[src/hw/tms_regs.vh]
// constants for the message-send unit and its register map
//
// Overview of operation
// RQ1 - opcode 49 decodes as message send
// RQ2 - each send appends one request queue entry
// RQ3 - payload and reply use consecutive register runs
// RQ4 - extended descriptor is six-bit instruction immediate
// RQ5 - low four bits select target unit
// RQ6 - finish flag is instruction bit 127
// RQ7 - finish send notifies unit and dispatcher
// RQ8 - descriptor is immediate or address register lead
// RQ9 - register descriptor keeps lower 29 bits
// RQ10 - payload source is 256-bit aligned register
// RQ11 - destination null, direct or indirect only
// RQ12 - null destination means no reply, length zero
// RQ13 - register destination forwarded, phases match length
// RQ14 - empty reply is one phase, lanes off; code sets err_q and writes no phase
// RQ15 - destination fields shape lanes even when null
// RQ16 - 16-bit lane enables travel in sideband
// RQ17 - one lane mask for every reply phase
// RQ18 - data port delays write ack until observable
// RQ19 - send must not suppress dependency clear
// RQ20 - no last register reply when ranges overlap
// RQ21 - request length 1 to 15 in 28:25
// RQ22 - response length 0 to 16 in 24:20
// RQ23 - bit 19 header present, 18:0 passed through
// RQ24 - finishing send uses null destination, no ack
// RQ25 - full queue stalls issue, nothing dropped
`ifndef TMS_REGS_VH
`define TMS_REGS_VH
`define TMS_OPC_SEND      7'h31
`define TMS_DESC_KEEP     32'h1fffffff
`define TMS_RLEN_HI       24
`define TMS_RLEN_LO       20
`define TMS_MLEN_HI       28
`define TMS_MLEN_LO       25
`define TMS_HDR_BIT       19
`define TMS_XD_FIN_BIT    5
`define TMS_NULL_REG      8'h00
`define TMS_LAST_REG      8'h7f
`define TMS_A_CTRL        8'h00
`define TMS_A_STAT        8'h04
`define TMS_A_COUNT       8'h08
`define TMS_A_LAST_DESC   8'h0c
`define TMS_A_LAST_XD     8'h10
`define TMS_A_PHASES      8'h14
`define TMS_CTRL_RST      32'h00000001
`endif

[src/hw/tms_queue.v]
// request queue storage: small register-file fifo with registered read data
`default_nettype none
module tms_queue #(
	parameter WIDTH = 64,
	parameter DEPTH_LOG2 = 2
) (
	// clock and reset
	input  wire             i_ref_clk,
	input  wire             i_rstn,
	// write side
	input  wire             i_wr_valid,
	input  wire [WIDTH-1:0] i_wr_data,
	output reg              o_wr_ready,
	// read side
	output reg              o_rd_valid,
	output reg  [WIDTH-1:0] o_rd_data,
	input  wire             i_rd_ready
);
	localparam DEPTH = 1 << DEPTH_LOG2;
	reg [WIDTH-1:0]      mem_q [0:DEPTH-1];
	reg [DEPTH_LOG2:0]   wp_q;
	reg [DEPTH_LOG2:0]   rp_q;
	wire                 empty_w = (wp_q == rp_q);
	wire                 pop_w   = (~o_rd_valid | i_rd_ready) & ~empty_w;
	wire                 push_w  = i_wr_valid & o_wr_ready;
	wire [DEPTH_LOG2:0]  wp_nx_w = wp_q + {{DEPTH_LOG2{1'b0}}, push_w};
	wire [DEPTH_LOG2:0]  rp_nx_w = rp_q + {{DEPTH_LOG2{1'b0}}, pop_w};
	// pointer difference wraps cleanly; top bit set only when full
	wire [DEPTH_LOG2:0]  used_nx_w = wp_nx_w - rp_nx_w;

	always @(posedge i_ref_clk)
	begin
		if (push_w)
			mem_q[wp_q[DEPTH_LOG2-1:0]] <= i_wr_data;
	end

	// read data always from a register so the output stage is clean
	always @(posedge i_ref_clk or negedge i_rstn)
	begin
		if (!i_rstn)
		begin
			wp_q       <= {(DEPTH_LOG2+1){1'b0}};
			rp_q       <= {(DEPTH_LOG2+1){1'b0}};
			o_rd_valid <= 1'b0;
			o_rd_data  <= {WIDTH{1'b0}};
			o_wr_ready <= 1'b0;
		end
		else
		begin
			if (push_w)
				wp_q <= wp_q + 1'b1;
			if (pop_w)
			begin
				rp_q      <= rp_q + 1'b1;
				o_rd_data <= mem_q[rp_q[DEPTH_LOG2-1:0]];
				o_rd_valid <= 1'b1;
			end
			else if (i_rd_ready)
				o_rd_valid <= 1'b0;
			// ready follows the occupancy left after this edge
			o_wr_ready <= ~used_nx_w[DEPTH_LOG2];
		end
	end
endmodule // tms_queue
`default_nettype wire

[src/hw/tms_send_unit.v]
// message-send execution unit: decode, descriptor forming, request queue, reply tracking
`include "tms_regs.vh"
`default_nettype none
module tms_send_unit #(
	parameter DEPTH_LOG2 = 2
) (
	// clock and reset
	input  wire        i_ref_clk,
	input  wire        i_rstn,
	// instruction issue
	input  wire        i_issue_valid,
	input  wire [6:0]  i_opcode,
	input  wire [7:0]  i_src_reg,
	input  wire [7:0]  i_dst_reg,
	input  wire        i_dst_is_null,
	input  wire [5:0]  i_six_bit_immediate,
	input  wire [31:0] i_word_immediate,
	input  wire        i_desc_from_reg,
	input  wire [31:0] i_address_register_lead,
	input  wire [15:0] i_lane_write_enable,
	output reg         o_issue_ready,
	// outbound request queue head
	output reg         o_req_valid,
	output reg  [3:0]  o_target_unit_id,
	output reg  [28:0] o_req_desc,
	output reg  [7:0]  o_req_src_reg,
	output reg  [7:0]  o_req_resp_reg,
	output reg         o_req_resp_en,
	output reg  [15:0] o_message_lane_enables,
	output reg         o_req_header,
	output reg         o_thread_finish_flag,
	input  wire        i_req_ready,
	// response phases
	input  wire        i_resp_valid,
	output reg         o_resp_wr_en,
	output reg  [7:0]  o_resp_wr_reg,
	output reg  [15:0] o_resp_wr_mask,
	// thread end notice to dispatcher
	output reg         o_thread_end,
	// axi4-lite slave
	input  wire        i_awvalid,
	input  wire [7:0]  i_awaddr,
	output reg         o_awready,
	input  wire        i_wvalid,
	input  wire [31:0] i_wdata,
	input  wire [3:0]  i_wstrb,
	output reg         o_wready,
	output reg         o_bvalid,
	output reg  [1:0]  o_bresp,
	input  wire        i_bready,
	input  wire        i_arvalid,
	input  wire [7:0]  i_araddr,
	output reg         o_arready,
	output reg         o_rvalid,
	output reg  [31:0] o_rdata,
	output reg  [1:0]  o_rresp,
	input  wire        i_rready
);
	localparam QW = 4 + 29 + 8 + 8 + 1 + 16 + 1;

	function [28:0] desc_sel;
		input        from_reg;
		input [31:0] imm;
		input [31:0] areg;
		begin
			desc_sel = from_reg ? areg[28:0] : imm[28:0]; // RQ9
		end
	endfunction

	reg        enable_q;
	reg [15:0] count_q;
	reg [31:0] last_desc_q;
	reg [5:0]  last_xd_q;
	reg [4:0]  phases_left_q;
	reg [7:0]  resp_base_q;
	reg [15:0] resp_mask_q;
	reg        err_q;
	reg        head_busy_q;

	wire       is_send_w  = (i_opcode == `TMS_OPC_SEND); // RQ1
	wire [28:0] desc_w    = desc_sel(i_desc_from_reg, i_word_immediate,
	                                  i_address_register_lead);
	wire       fin_w      = i_six_bit_immediate[`TMS_XD_FIN_BIT]; // RQ6
	wire       q_wready;
	wire       q_rvalid;
	wire [QW-1:0] q_rdata;
	// a new send waits while replies are pending or the queue is full
	wire       can_take_w = enable_q & q_wready & (phases_left_q == 5'd0);
	// only a slot already promised on o_issue_ready is taken
	wire       take_w     = i_issue_valid & is_send_w & o_issue_ready & can_take_w; // RQ2 RQ25
	wire [4:0] rlen_w     = desc_w[`TMS_RLEN_HI:`TMS_RLEN_LO];
	wire       resp_en_w  = ~i_dst_is_null; // RQ12 RQ13
	wire [QW-1:0] entry_w = {i_six_bit_immediate[3:0], // RQ4 RQ5
	                         desc_w, i_src_reg, // RQ3 RQ23
	                         i_dst_reg, resp_en_w,
	                         i_lane_write_enable, fin_w}; // RQ15 RQ16
	// queue output counts as taken only when the head stage loads it
	wire       head_room_w = ~head_busy_q | i_req_ready;

	tms_queue #(
		.WIDTH      (QW),
		.DEPTH_LOG2 (DEPTH_LOG2)
	) u_queue (
		.i_ref_clk  (i_ref_clk),
		.i_rstn     (i_rstn),
		.i_wr_valid (take_w),
		.i_wr_data  (entry_w),
		.o_wr_ready (q_wready),
		.o_rd_valid (q_rvalid),
		.o_rd_data  (q_rdata),
		.i_rd_ready (head_room_w)
	);

	// queue head registered again so every output comes from a flop
	wire       head_take_w = q_rvalid & head_room_w;
	always @(posedge i_ref_clk or negedge i_rstn)
	begin
		if (!i_rstn)
		begin
			o_issue_ready          <= 1'b0;
			head_busy_q            <= 1'b0;
			o_req_valid            <= 1'b0;
			o_target_unit_id       <= 4'h0;
			o_req_desc             <= 29'h0;
			o_req_src_reg          <= 8'h00;
			o_req_resp_reg         <= 8'h00;
			o_req_resp_en          <= 1'b0;
			o_message_lane_enables <= 16'h0000;
			o_req_header           <= 1'b0;
			o_thread_finish_flag   <= 1'b0;
			o_thread_end           <= 1'b0;
		end
		else
		begin
			// low for a cycle after a take, so it never promises a used slot
			o_issue_ready <= can_take_w & ~take_w;
			o_thread_end  <= take_w & fin_w; // RQ7
			if (o_req_valid & i_req_ready & ~q_rvalid)
			begin
				o_req_valid <= 1'b0;
				head_busy_q <= 1'b0;
			end
			if (head_take_w)
			begin
				o_req_valid            <= 1'b1;
				head_busy_q            <= 1'b1;
				o_target_unit_id       <= q_rdata[QW-1:QW-4];
				o_req_desc             <= q_rdata[QW-5:QW-33];
				o_req_header           <= q_rdata[QW-33+`TMS_HDR_BIT];
				o_req_src_reg          <= q_rdata[33:26];
				o_req_resp_reg         <= q_rdata[25:18];
				o_req_resp_en          <= q_rdata[17];
				o_message_lane_enables <= q_rdata[16:1];
				o_thread_finish_flag   <= q_rdata[0];
			end
		end
	end

	// reply phases land on consecutive registers with one fixed mask
	always @(posedge i_ref_clk or negedge i_rstn)
	begin
		if (!i_rstn)
		begin
			phases_left_q  <= 5'd0;
			resp_base_q    <= 8'h00;
			resp_mask_q    <= 16'h0000;
			o_resp_wr_en   <= 1'b0;
			o_resp_wr_reg  <= 8'h00;
			o_resp_wr_mask <= 16'h0000;
			err_q          <= 1'b0;
		end
		else
		begin
			o_resp_wr_en <= 1'b0;
			if (take_w & resp_en_w)
			begin
				phases_left_q <= rlen_w; // RQ13
				resp_base_q   <= i_dst_reg; // RQ3
				resp_mask_q   <= i_lane_write_enable; // RQ17
				if (rlen_w == 5'd0)
					err_q <= 1'b1;
			end
			else if (i_resp_valid & (phases_left_q != 5'd0))
			begin
				o_resp_wr_en   <= 1'b1;
				o_resp_wr_reg  <= resp_base_q;
				o_resp_wr_mask <= resp_mask_q; // RQ17
				resp_base_q    <= resp_base_q + 8'h01;
				phases_left_q  <= phases_left_q - 5'd1;
			end
			else if (i_resp_valid)
				err_q <= 1'b1;
			if (take_w & ~resp_en_w & (rlen_w != 5'd0))
				err_q <= 1'b1; // RQ12
			if (take_w & fin_w & resp_en_w)
				err_q <= 1'b1; // RQ24
		end
	end

	// software state
	always @(posedge i_ref_clk or negedge i_rstn)
	begin
		if (!i_rstn)
		begin
			count_q     <= 16'h0000;
			last_desc_q <= 32'h00000000;
			last_xd_q   <= 6'h00;
		end
		else if (take_w)
		begin
			count_q     <= count_q + 16'h0001;
			last_desc_q <= {3'b000, desc_w};
			last_xd_q   <= i_six_bit_immediate;
		end
	end

	// axi4-lite write path: address and data taken in either order
	reg        aw_have_q;
	reg        w_have_q;
	reg [7:0]  aw_addr_q;
	reg [31:0] w_data_q;
	reg [3:0]  w_strb_q;
	wire       wr_go_w = aw_have_q & w_have_q & ~o_bvalid;
	always @(posedge i_ref_clk or negedge i_rstn)
	begin
		if (!i_rstn)
		begin
			aw_have_q <= 1'b0;
			w_have_q  <= 1'b0;
			aw_addr_q <= 8'h00;
			w_data_q  <= 32'h00000000;
			w_strb_q  <= 4'h0;
			o_awready <= 1'b0;
			o_wready  <= 1'b0;
			o_bvalid  <= 1'b0;
			o_bresp   <= 2'b00;
			enable_q  <= 1'b1;
		end
		else
		begin
			o_awready <= ~aw_have_q & ~(i_awvalid & o_awready);
			o_wready  <= ~w_have_q & ~(i_wvalid & o_wready);
			if (i_awvalid & o_awready)
			begin
				aw_have_q <= 1'b1;
				aw_addr_q <= i_awaddr;
			end
			if (i_wvalid & o_wready)
			begin
				w_have_q <= 1'b1;
				w_data_q <= i_wdata;
				w_strb_q <= i_wstrb;
			end
			if (wr_go_w)
			begin
				aw_have_q <= 1'b0;
				w_have_q  <= 1'b0;
				o_bvalid  <= 1'b1;
				if (aw_addr_q == `TMS_A_CTRL)
				begin
					o_bresp <= 2'b00;
					if (w_strb_q[0])
						enable_q <= w_data_q[0];
				end
				else if (aw_addr_q == `TMS_A_STAT || aw_addr_q == `TMS_A_COUNT ||
				         aw_addr_q == `TMS_A_LAST_DESC || aw_addr_q == `TMS_A_LAST_XD ||
				         aw_addr_q == `TMS_A_PHASES)
					o_bresp <= 2'b00;
				else
					o_bresp <= 2'b10;
			end
			else if (o_bvalid & i_bready)
				o_bvalid <= 1'b0;
		end
	end

	// axi4-lite read path; status bits live, error bit sticky until reset
	always @(posedge i_ref_clk or negedge i_rstn)
	begin
		if (!i_rstn)
		begin
			o_arready <= 1'b0;
			o_rvalid  <= 1'b0;
			o_rdata   <= 32'h00000000;
			o_rresp   <= 2'b00;
		end
		else
		begin
			o_arready <= ~o_rvalid & ~(i_arvalid & o_arready);
			if (i_arvalid & o_arready)
			begin
				o_rvalid <= 1'b1;
				o_rresp  <= 2'b00;
				case (i_araddr)
				`TMS_A_CTRL:      o_rdata <= {31'h0, enable_q};
				`TMS_A_STAT:      o_rdata <= {28'h0, o_req_valid, err_q,
				                              ~q_wready, phases_left_q != 5'd0};
				`TMS_A_COUNT:     o_rdata <= {16'h0, count_q};
				`TMS_A_LAST_DESC: o_rdata <= last_desc_q;
				`TMS_A_LAST_XD:   o_rdata <= {26'h0, last_xd_q};
				`TMS_A_PHASES:    o_rdata <= {27'h0, phases_left_q};
				default:
				begin
					o_rdata <= 32'h00000000;
					o_rresp <= 2'b10;
				end
				endcase
			end
			else if (o_rvalid & i_rready)
				o_rvalid <= 1'b0;
		end
	end
endmodule // tms_send_unit
`default_nettype wire

[config.mk]
export PLATFORM = sky130hd
export DESIGN_NAME = tms_send_unit
export DESIGN_NICKNAME = d
export VERILOG_FILES = /design/src/hw/tms_queue.v /design/src/hw/tms_send_unit.v
export VERILOG_INCLUDE_DIRS = /design/src /design/src/hw
export SDC_FILE = /design/constraint.sdc
export NUM_CORES = 1
export LEC_CHECK = 0
export BUFFER_PORTS_ARGS = -buffer_cell sky130_fd_sc_hd__buf_2
export CORE_MARGIN = 2
export CORE_UTILIZATION = 30
export CTS_CLUSTER_SIZE = 30
export DETAILED_ROUTE_END_ITERATION = 8
export PLACE_DENSITY = 0.58
export SLEW_MARGIN = 20
export SYNTH_ARGS = -nofsm -noshare
export SYNTH_HDL_FRONTEND = slang
export SYNTH_SLANG_ARGS = --single-unit
[constraint.sdc]
create_clock -name i_ref_clk -period 3.5 [get_ports i_ref_clk]
set_input_delay 0.7 -clock i_ref_clk [delete_from_list [all_inputs] [get_ports i_ref_clk]]
set_output_delay 0.7 -clock i_ref_clk [all_outputs]
set_load 0.01 [all_outputs]
# Word-level counts from Yosys, hierarchy flattened

Memories as Yosys holds them, arrays and structs flattened. A register that Yosys moved wholly into a read port is not among the register bits.
Cells that the tools add are included.

Word-level logic and storage cells: 160
Output and inout bits: 137
Memories: 1
Register bits: 239
RAM bits: 268
Bits of input ports: 173

Memories:

| memory        | words | width | read ports | clocked after Yosys merged registers in | write ports | RTL line       | text |
|---|---|---|---|---|---|---|---|
| u_queue.mem_q | 4     | 67    | 1          | 1                                       | 1           | tms_queue.v:20 | `reg [WIDTH-1:0] mem_q [0:DEPTH-1];` |

Add/sub/neg operators: 8
Equal/unequal tests: 14
Bitwise operators: 44
Reduce and logical (&&, ||, !) cells: 23
Mux-type cells: 31

Operator list:

| cell                    | count |
|---|---|
| $pmux W29 S6            | 1 |
| $eq A8 B4 Y1 const B    | 4 |
| $eq A8 B5 Y1 const B    | 4 |
| $mux W29                | 1 |
| $and A1 B1 Y1           | 27 |
| $mux W1                 | 22 |
| $add A16 B1 Y16 const B | 1 |
| $eq A8 B3 Y1 const B    | 2 |
| $logic_not A8 Y1        | 2 |
| $mux W8                 | 2 |
| $not A1 Y1              | 15 |
| $reduce_bool A2 Y1      | 7 |
| $logic_not A5 Y1        | 2 |
| $mux W5                 | 2 |
| $reduce_bool A5 Y1      | 2 |
| $add A8 B1 Y8 const B   | 1 |
| $eq A7 B6 Y1 const B    | 1 |
| $add A3 B1 Y3           | 2 |
| $add A3 B1 Y3 const B   | 2 |
| $mux W2                 | 3 |
| $reduce_and A3 Y1       | 2 |
| $reduce_or A6 Y1        | 1 |
| $sub A5 B1 Y5 const B   | 1 |
| $logic_or A1 B1 Y1      | 4 |
| other kinds (8)         | 9 |

# Logic depth before layout (Yosys ltp)

Gate-level depths: netlist of the first run.

Depth after elaboration: 8
Depth in mapped cells: 11

# Hierarchy

A second synthesis of the first run with hierarchy kept.

Cells, all modules: 1,320
Area total of the unflattened synthesis: 22,574.2 um^2

Modules (own cells, without submodules):

| module        | area an instance (um^2) | seq. area each (um^2) | times used | cells each |
|---|---|---|---|---|
| tms_queue     | 13,012.5                | 9,924.5               | 1          | 534 |
| tms_send_unit | 9,561.7                 | 5,631.7               | 1          | 786 |

# Worst setup path before layout of the first run

No wires, ideal clock.

Path type: input -> register
Start: in i_opcode[2]
End: mem u_queue.mem_q[2][0] (netlist name) (enable)
Buffers on the path: 2
Setup slack: -0.328 ns
Arrival time: 3.395 ns
Stages on the path: 6
Library setup time: 0.432 ns
Data required time: 3.068 ns
Cell sequence: nor4bb_1 nand4_4 clkinv_2 buf_6 buf_6 and2_1

Cells in the longest elaborated chain, start to end: 7

RTL lines:

| what                          | RTL line           | text |
|---|---|---|
| from (decl)                   | tms_send_unit.v:12 | `input wire [6:0] i_opcode,` |
| $eq A7 B6 Y1 (no line)        | -                  |  |
| $and A1 B1 Y1 (3 in series)   | tms_send_unit.v:90 | `wire take_w = i_issue_valid & is_send_w & o_issue_ready & can_take_w;` |
| $and A1 B1 Y1                 | tms_queue.v:25     | `wire push_w = i_wr_valid & o_wr_ready;` |
| $mux W1                       | tms_queue.v:33     | `if (push_w)` |
| $mux W1 (not written as such) | tms_queue.v:34     | `mem_q[wp_q[DEPTH_LOG2-1:0]] <= i_wr_data;` |
| to (decl)                     | tms_queue.v:20     |  |

Every way passes these cells.

# Final worst setup path of the first run

Start: reg phases_left_q[0]
End: reg phases_left_q[1]

Cells in the longest elaborated chain, start to end: 5

RTL lines:

| what                                                                  | RTL line            | text |
|---|---|---|
| from (decl)                                                           | tms_send_unit.v:74  | `reg [4:0] phases_left_q;` |
| from (signal assigned)                                                | tms_send_unit.v:177 | `phases_left_q <= rlen_w;` |
| from (signal assigned)                                                | tms_send_unit.v:189 | `phases_left_q <= phases_left_q - 5'd1;` |
| parallel branches: the longest is 5 deep, another holds $sub A5 B1 Y5 | -                   |  |

Parallel ways; which one is timed is not known. The select of a mux whose other input is x is not followed.
A chain may end at the register's enable or synchronous reset.

==> results of run 1 <==
==> routing by layer <==
| layer | vias up | part of all wire [%] | track usage [%] |
|---|---|---|---|
| li1 | 5468 | - | - |
| met1 | 6327 | 45 | 19.8 |
| met2 | 340 | 46 | 22.5 |
| met3 | 90 | 6.8 | 3.73 |
| met4 | 10 | 1.7 | 3.80 |
| met5 | - | 0.13 | 0 |
==> cell type report <==
cell class,count,share of cell area (%)
Timing Repair Buffer,300,6.29
Multi-Input combinational cell,656,22.7
Clock inverter,28,1.31
Antenna cell,4,0.0373
Tap cell,959,4.47
Clock buffer,94,6.89
Inverter,18,0.256
Sequential cell,568,58.0
==> cells in the mapped netlist, types with 4 or more instances <==
master / n
o21ai_0: 27
buf_4: 12
mux4_2: 67
nand2b_1: 4
nor2_1: 20
nand3_1: 13
clkbuf_1: 21
a22oi_1: 14
mux2i_1: 10
mux2_2: 207
buf_2: 26
nor4_1: 4
xor2_1: 9
a21oi_1: 15
nor3_1: 10
nor3b_1: 4
nand2_1: 147
nand4_1: 8
edfxtp_1: 268
xnor2_1: 21
ha_1: 9
and2_1: 6
a22o_1: 14
dfrtp_1: 299
inv_1: 17
==> power groups by stage <==
stage | registers (W) | clock network, W | logic (W)
after CTS | 0.00863 | 0.00716 | 0.00437
after global placement | 0.00873 | 0 | 0.00428
after detailed placement | 0.00876 | 0 | 0.00436
final | 0.00862 | 0.00694 | 0.00422
after global routing | 0.00876 | 0.00745 | 0.00464
after floorplan | 0.00880 | 0 | 0.00272
==> worst paths after layout <==
| kind | from | endpoint | slack [ns] | cells after the start |
|---|---|---|---|---|
| worst max-delay path | phases_left_q[0]$_DFFE_PN0P_ | phases_left_q[1]$_DFFE_PN0P_ | 0.96 | 8 |
| worst min-delay path | i_rstn | w_data_q[0]$_DFFE_PN0P_ | 0.11 | 1 |
| worst max register to register | phases_left_q[0]$_DFFE_PN0P_ | phases_left_q[1]$_DFFE_PN0P_ | 0.96 | 8 |
| worst min register to register | resp_mask_q[3]$_DFFE_PN0P_ | o_resp_wr_mask[3]$_DFFE_PN0P_ | 0.46 | 2 |
| max in group asynchronous | i_rstn | u_queue.rp_q[1]$_DFFE_PN0P_ | 2.36 | 2 |
| min in group i_ref_clk | i_rready | o_rvalid$_DFFE_PN0P_ | 0.29 | 2 |
==> stage by stage <==
step | total power (W) | instance area [um^2] | cells
floorplan | 0.0115 | 22000 | 1306
global placement | 0.0130 | 24600 | 2501
detailed placement | 0.0131 | 24600 | 2501
CTS | 0.0202 | 26800 | 2623
global route | 0.0208 | 26800 | 2623
finish | 0.0198 | 26800 | 2627
==> critical path, stage by stage, from the launching register on <==
cell      delay, ns
dfrtp_1        0.44
inv_1          0.11
ha_1           0.18
nor4b_4        0.29
nand4_4        0.14
clkinv_2       0.15
buf_4          0.53
a21oi_2        0.24
a221o_1        0.34
==> cells by family (layout without fill, tap and decap cells) <==
| group | count (synthesis) | after routing | share of synthesized area, % |
|---|---|---|---|
| compound gates | 87 | 87 | 2.57 |
| xor+xnor | 30 | 30 | 1.19 |
| fa+ha+maj | 11 | 11 | 0.693 |
| buf+inv | 82 | 440 | 1.82 |
| flops | 568 | 568 | 70.7 |
| mux | 286 | 286 | 18.0 |
| other cells | 1 | 9 | 0.0170 |
| simple gates | 237 | 237 | 5.05 |
==> impl_metrics.ini, run 1 <==
[synth]
synthFlopType = dfrtp_1
synthesis.area_mm2 = 0.0220
synthTopCellsByArea = edfxtp_1 (37%), dfrtp_1 (34%), mux2_2 (11%), mux4_2 (6.9%), nand2_1 (2.5%)
synth_seq_cells = 568
syn-instance-count = 1302
ys_seq_area_share_pct = 70.7
yosysTopAreaCellShare_pct = 36.6
synth-edff-count = 268
synth_cell_type_count = 57
ys_async_sr_fraction_pct = 52.8
syn_avg_cell_area_um2 = 16.9
yosys.area.top_type = edfxtp_1
yosys_warnings = 0

[sta]
finalSetupViolCount = 0
min_period_ns = 2.54
final_min_period_over_clock_period_pct = 72.7
setup_ws_ns = 0.955
fmax_mhz = 393
fin_tns_setup_ns = 0
hold_viol = 0
timing.slew.headroom_pct = 36.0
clock_skew_ns = 0.0215
tightest_slew_ns = 0.960
hold_ws_ns = 0.112
slew_viol_final = 0
rsz0062_at_grt = no

[floorplanning]
dieWidth_um = 275
pin_count = 310
core-area_mm2 = 0.0728
num_rows = 99
start_util_pct = 30.2
dieArea_mm2 = 0.0756
die_y_um = 275

[place]
dp_hpwl_um = 34000
portBuffers = 264
gp_congestion = 0.795
preCtsSetupSlack_ns = 0.526

[power]
power.density_mw_per_mm2 = 737
pwr-share-clk_pct = 35.1
internal_power_w = 0.0144
ir_drop_mv = 0.351
power.share.combinational_pct = 21.4
sequentialPowerShare_pct = 43.6
p_leak_nw = 10.9
p_sw_w = 0.00542
switching_share_pct = 27.4

[job]
max-cap-violations = 0

[route]
antenna_left = 0
num_vias = 12235
wl_um = 53500
wl_per_cell_um = 20.4
drt_iter0_markers = 657
viasPerCell = 4.66
drt_pass1_iterations = 5
drc = 0

[finish]
area_growth_pct = 21.9
drive_gt1_share_pct = 41.5
final_nets = 1794
fillCellCount = 6902
multi_input_area_mm2 = 0.00610
final_common_cell = dfrtp_1
largest_reg_flops = 268
fin_util_pct = 36.8
seq_area_mm2 = 0.0156
final_cell_mix = dfrtp_1 (297), edfxtp_1 (268), buf_2 (263)

[clocking]
holdBufCountCts = 0
root_buffer = clkbuf_16
cts_resized = 0
clock_sinks = 568
htreeDepth = 3
post-cts-setup-buffer-count = 0
clk_pin_slew_worst_paths_ns = 0.06
cts_buffer_depth = 3
cts_tree = yes
clk_latency_ns = 0.60
cts_made_buffers = 66

[setup_path]
critical_path_class = flip-flop to flip-flop
worstSetupEndpointType = flip-flop
cp-start-kind = flip-flop
critPathRequiredTime_ns = 3.98
cp.arrival_ns = 3.03
worstPathMaxFanout = 43

[grt]
antenna_found_initial = 10
grt_max_degree = 82
grt_pass1_vias = 12995
gr-total-overflow = 0
grt_pass1_wl_um = 80800
grt_use_total_pct = 14.3

[worst_hold_path]
hold_class = input port to async pin

[status]
status = complete, no violations
No activity file was read; power rests on OpenSTA's default activity.
==> inputs of run 2 (changes only) <==
--- a/config.mk
+++ b/config.mk
@@ -11,7 +11,7 @@
 export CORE_UTILIZATION = 30
 export CTS_CLUSTER_SIZE = 30
 export DETAILED_ROUTE_END_ITERATION = 8
-export PLACE_DENSITY = 0.58
+export PLACE_DENSITY = 0.56
 export SLEW_MARGIN = 20
 export SYNTH_ARGS = -nofsm -noshare
 export SYNTH_HDL_FRONTEND = slang
==> constraint.sdc (replaced) <==
create_clock -name i_ref_clk -period 2.35 [get_ports i_ref_clk]
set_input_delay 0.47 -clock i_ref_clk [delete_from_list [all_inputs] [get_ports i_ref_clk]]
set_output_delay 0.47 -clock i_ref_clk [all_outputs]
set_load 0.01 [all_outputs]
==> impl_metrics.ini, run 2 (same netlist as run 1, synthesis figures left out) <==
[grt]
grt_pass1_wl_um = 80300
antenna_found_initial = 6
grt_use_total_pct = 14.3
grt_pass1_vias = 12859
grt_max_degree = 72
gr-total-overflow = 0

[sta]
min_period_ns = 2.24
final_min_period_over_clock_period_pct = 95.2
fin_tns_setup_ns = 0
slew_viol_final = 0
hold_viol = 0
timing.slew.headroom_pct = 57.9
fmax_mhz = 447
setup_ws_ns = 0.112
finalSetupViolCount = 0
rsz0062_at_grt = no
tightest_slew_ns = 0.631
clock_skew_ns = 0.0381

[clocking]
post-cts-setup-buffer-count = 0
cts_made_buffers = 66
clk_pin_slew_worst_paths_ns = 0.06
clk_latency_ns = 0.61
cts_buffer_depth = 3
clock_sinks = 568
htreeDepth = 3
root_buffer = clkbuf_16
cts_tree = yes

[route]
viasPerCell = 4.66
drt_iter0_markers = 646
drt_pass1_iterations = 4
drc = 0
wl_per_cell_um = 20.4
antenna_left = 0
wl_um = 53900
num_vias = 12338

[setup_path]
critPathRequiredTime_ns = 2.81
worstPathMaxFanout = 42
cp.arrival_ns = 2.70
cp-start-kind = flip-flop
r2r_cells = 8
critical_path_class = flip-flop to flip-flop
worstSetupEndpointType = flip-flop

[floorplanning]
core-area_mm2 = 0.0728
pin_count = 310
dieWidth_um = 275
die_y_um = 275
dieArea_mm2 = 0.0756
start_util_pct = 30.2
num_rows = 99

[finish]
final_common_cell = dfrtp_1
final_cell_mix = dfrtp_1 (297), edfxtp_1 (268), buf_2 (263)
final_cells = 2646
design_area_mm2 = 0.0271
area_growth_pct = 23.0
final_nets = 1815
largest_reg_flops = 268
drive_gt1_share_pct = 42.5

[power]
ir_drop_mv = 0.703
power.density_mw_per_mm2 = 1080
p_leak_nw = 11.0

[place]
place_area_mm2 = 0.0249
post-place-cells = 2521
preCtsSetupSlack_ns = -0.113
dp_hpwl_um = 34400
portBuffers = 264
gp_congestion = 0.785

[worst_hold_path]
hold_class = input port to flip-flop
worstHoldPathCells = 2

[status]
status = complete, no violations

[job]
max-cap-violations = 0
[run 2: what timing repair did]
item,4_1_cts,5_1_grt
endpoints found under the hold margin,39,0
hold buffers,1,0
endpoints found under the setup margin,0,15
gates resized for setup,0,2
[run 2: worst paths after layout]
check	start	endpoint	slack [ns]
worst max-delay path	phases_left_q[0]$_DFFE_PN0P_	last_desc_q[25]$_DFFE_PN0N_	0.11
worst min-delay path	i_rready	o_rvalid$_DFFE_PN0P_	0.06
worst max register to register	phases_left_q[0]$_DFFE_PN0P_	last_desc_q[25]$_DFFE_PN0N_	0.11
worst min register to register	resp_mask_q[8]$_DFFE_PN0P_	o_resp_wr_mask[8]$_DFFE_PN0P_	0.46
max in group asynchronous	i_rstn	u_queue.rp_q[0]$_DFFE_PN0P_	1.20
min in group asynchronous	i_rstn	o_rdata[18]$_DFFE_PN0P_	0.39
[run 2: final cells by class]
type	instances	area, um^2
fill	6913	45800
multi-input combinational	656	6120
clock inverter	25	230
clock buffer	96	1890
sequential	568	15600
inverter	18	72.6
tap	959	1200
antenna	3	7.51
timing repair buffer	321	2000
[run 2: routing by layer]
metal	share of wire (%)	global-route usage, %	up-vias	wire, um
li1	-	-	5504	-
met1	44	19.1	6446	23800
met2	48	23.1	304	25800
met3	6.2	3.45	74	3330
met4	1.7	4.21	10	918
met5	0.12	0	-	63
[run 2: critical path: stages, from the launching register on]
cell and delay [ns]:
dfrtp_1 0.38, inv_1 0.08, ha_1 0.16, nor4b_4 0.36, nand4_4 0.22, clkinv_4 0.10, buf_4 0.16, buf_12 0.24
mux2_2 0.37
[run 2: stage by stage]
stage                     power [W]  hold WS, ns  util (%)
after floorplan              0.0172        0.174         -
after global placement       0.0195        0.429      34.2
after detailed placement     0.0197        0.431      34.2
after CTS                    0.0298       0.0197      37.2
after global routing         0.0308       0.0534      37.2
final                        0.0292       0.0608      37.2
[run 2: where the power goes]
part / leakage [nW] / switching (W) / total, W / internal (W)
Combinational: 3.77 / 0.00304 / 0.00641 / 0.00336
Clock: 1.04 / 0.00409 / 0.00994 / 0.00585
Sequential: 6.18 / 0.000868 / 0.0128 / 0.0120
Total: 11.0 / 0.00800 / 0.0292 / 0.0212
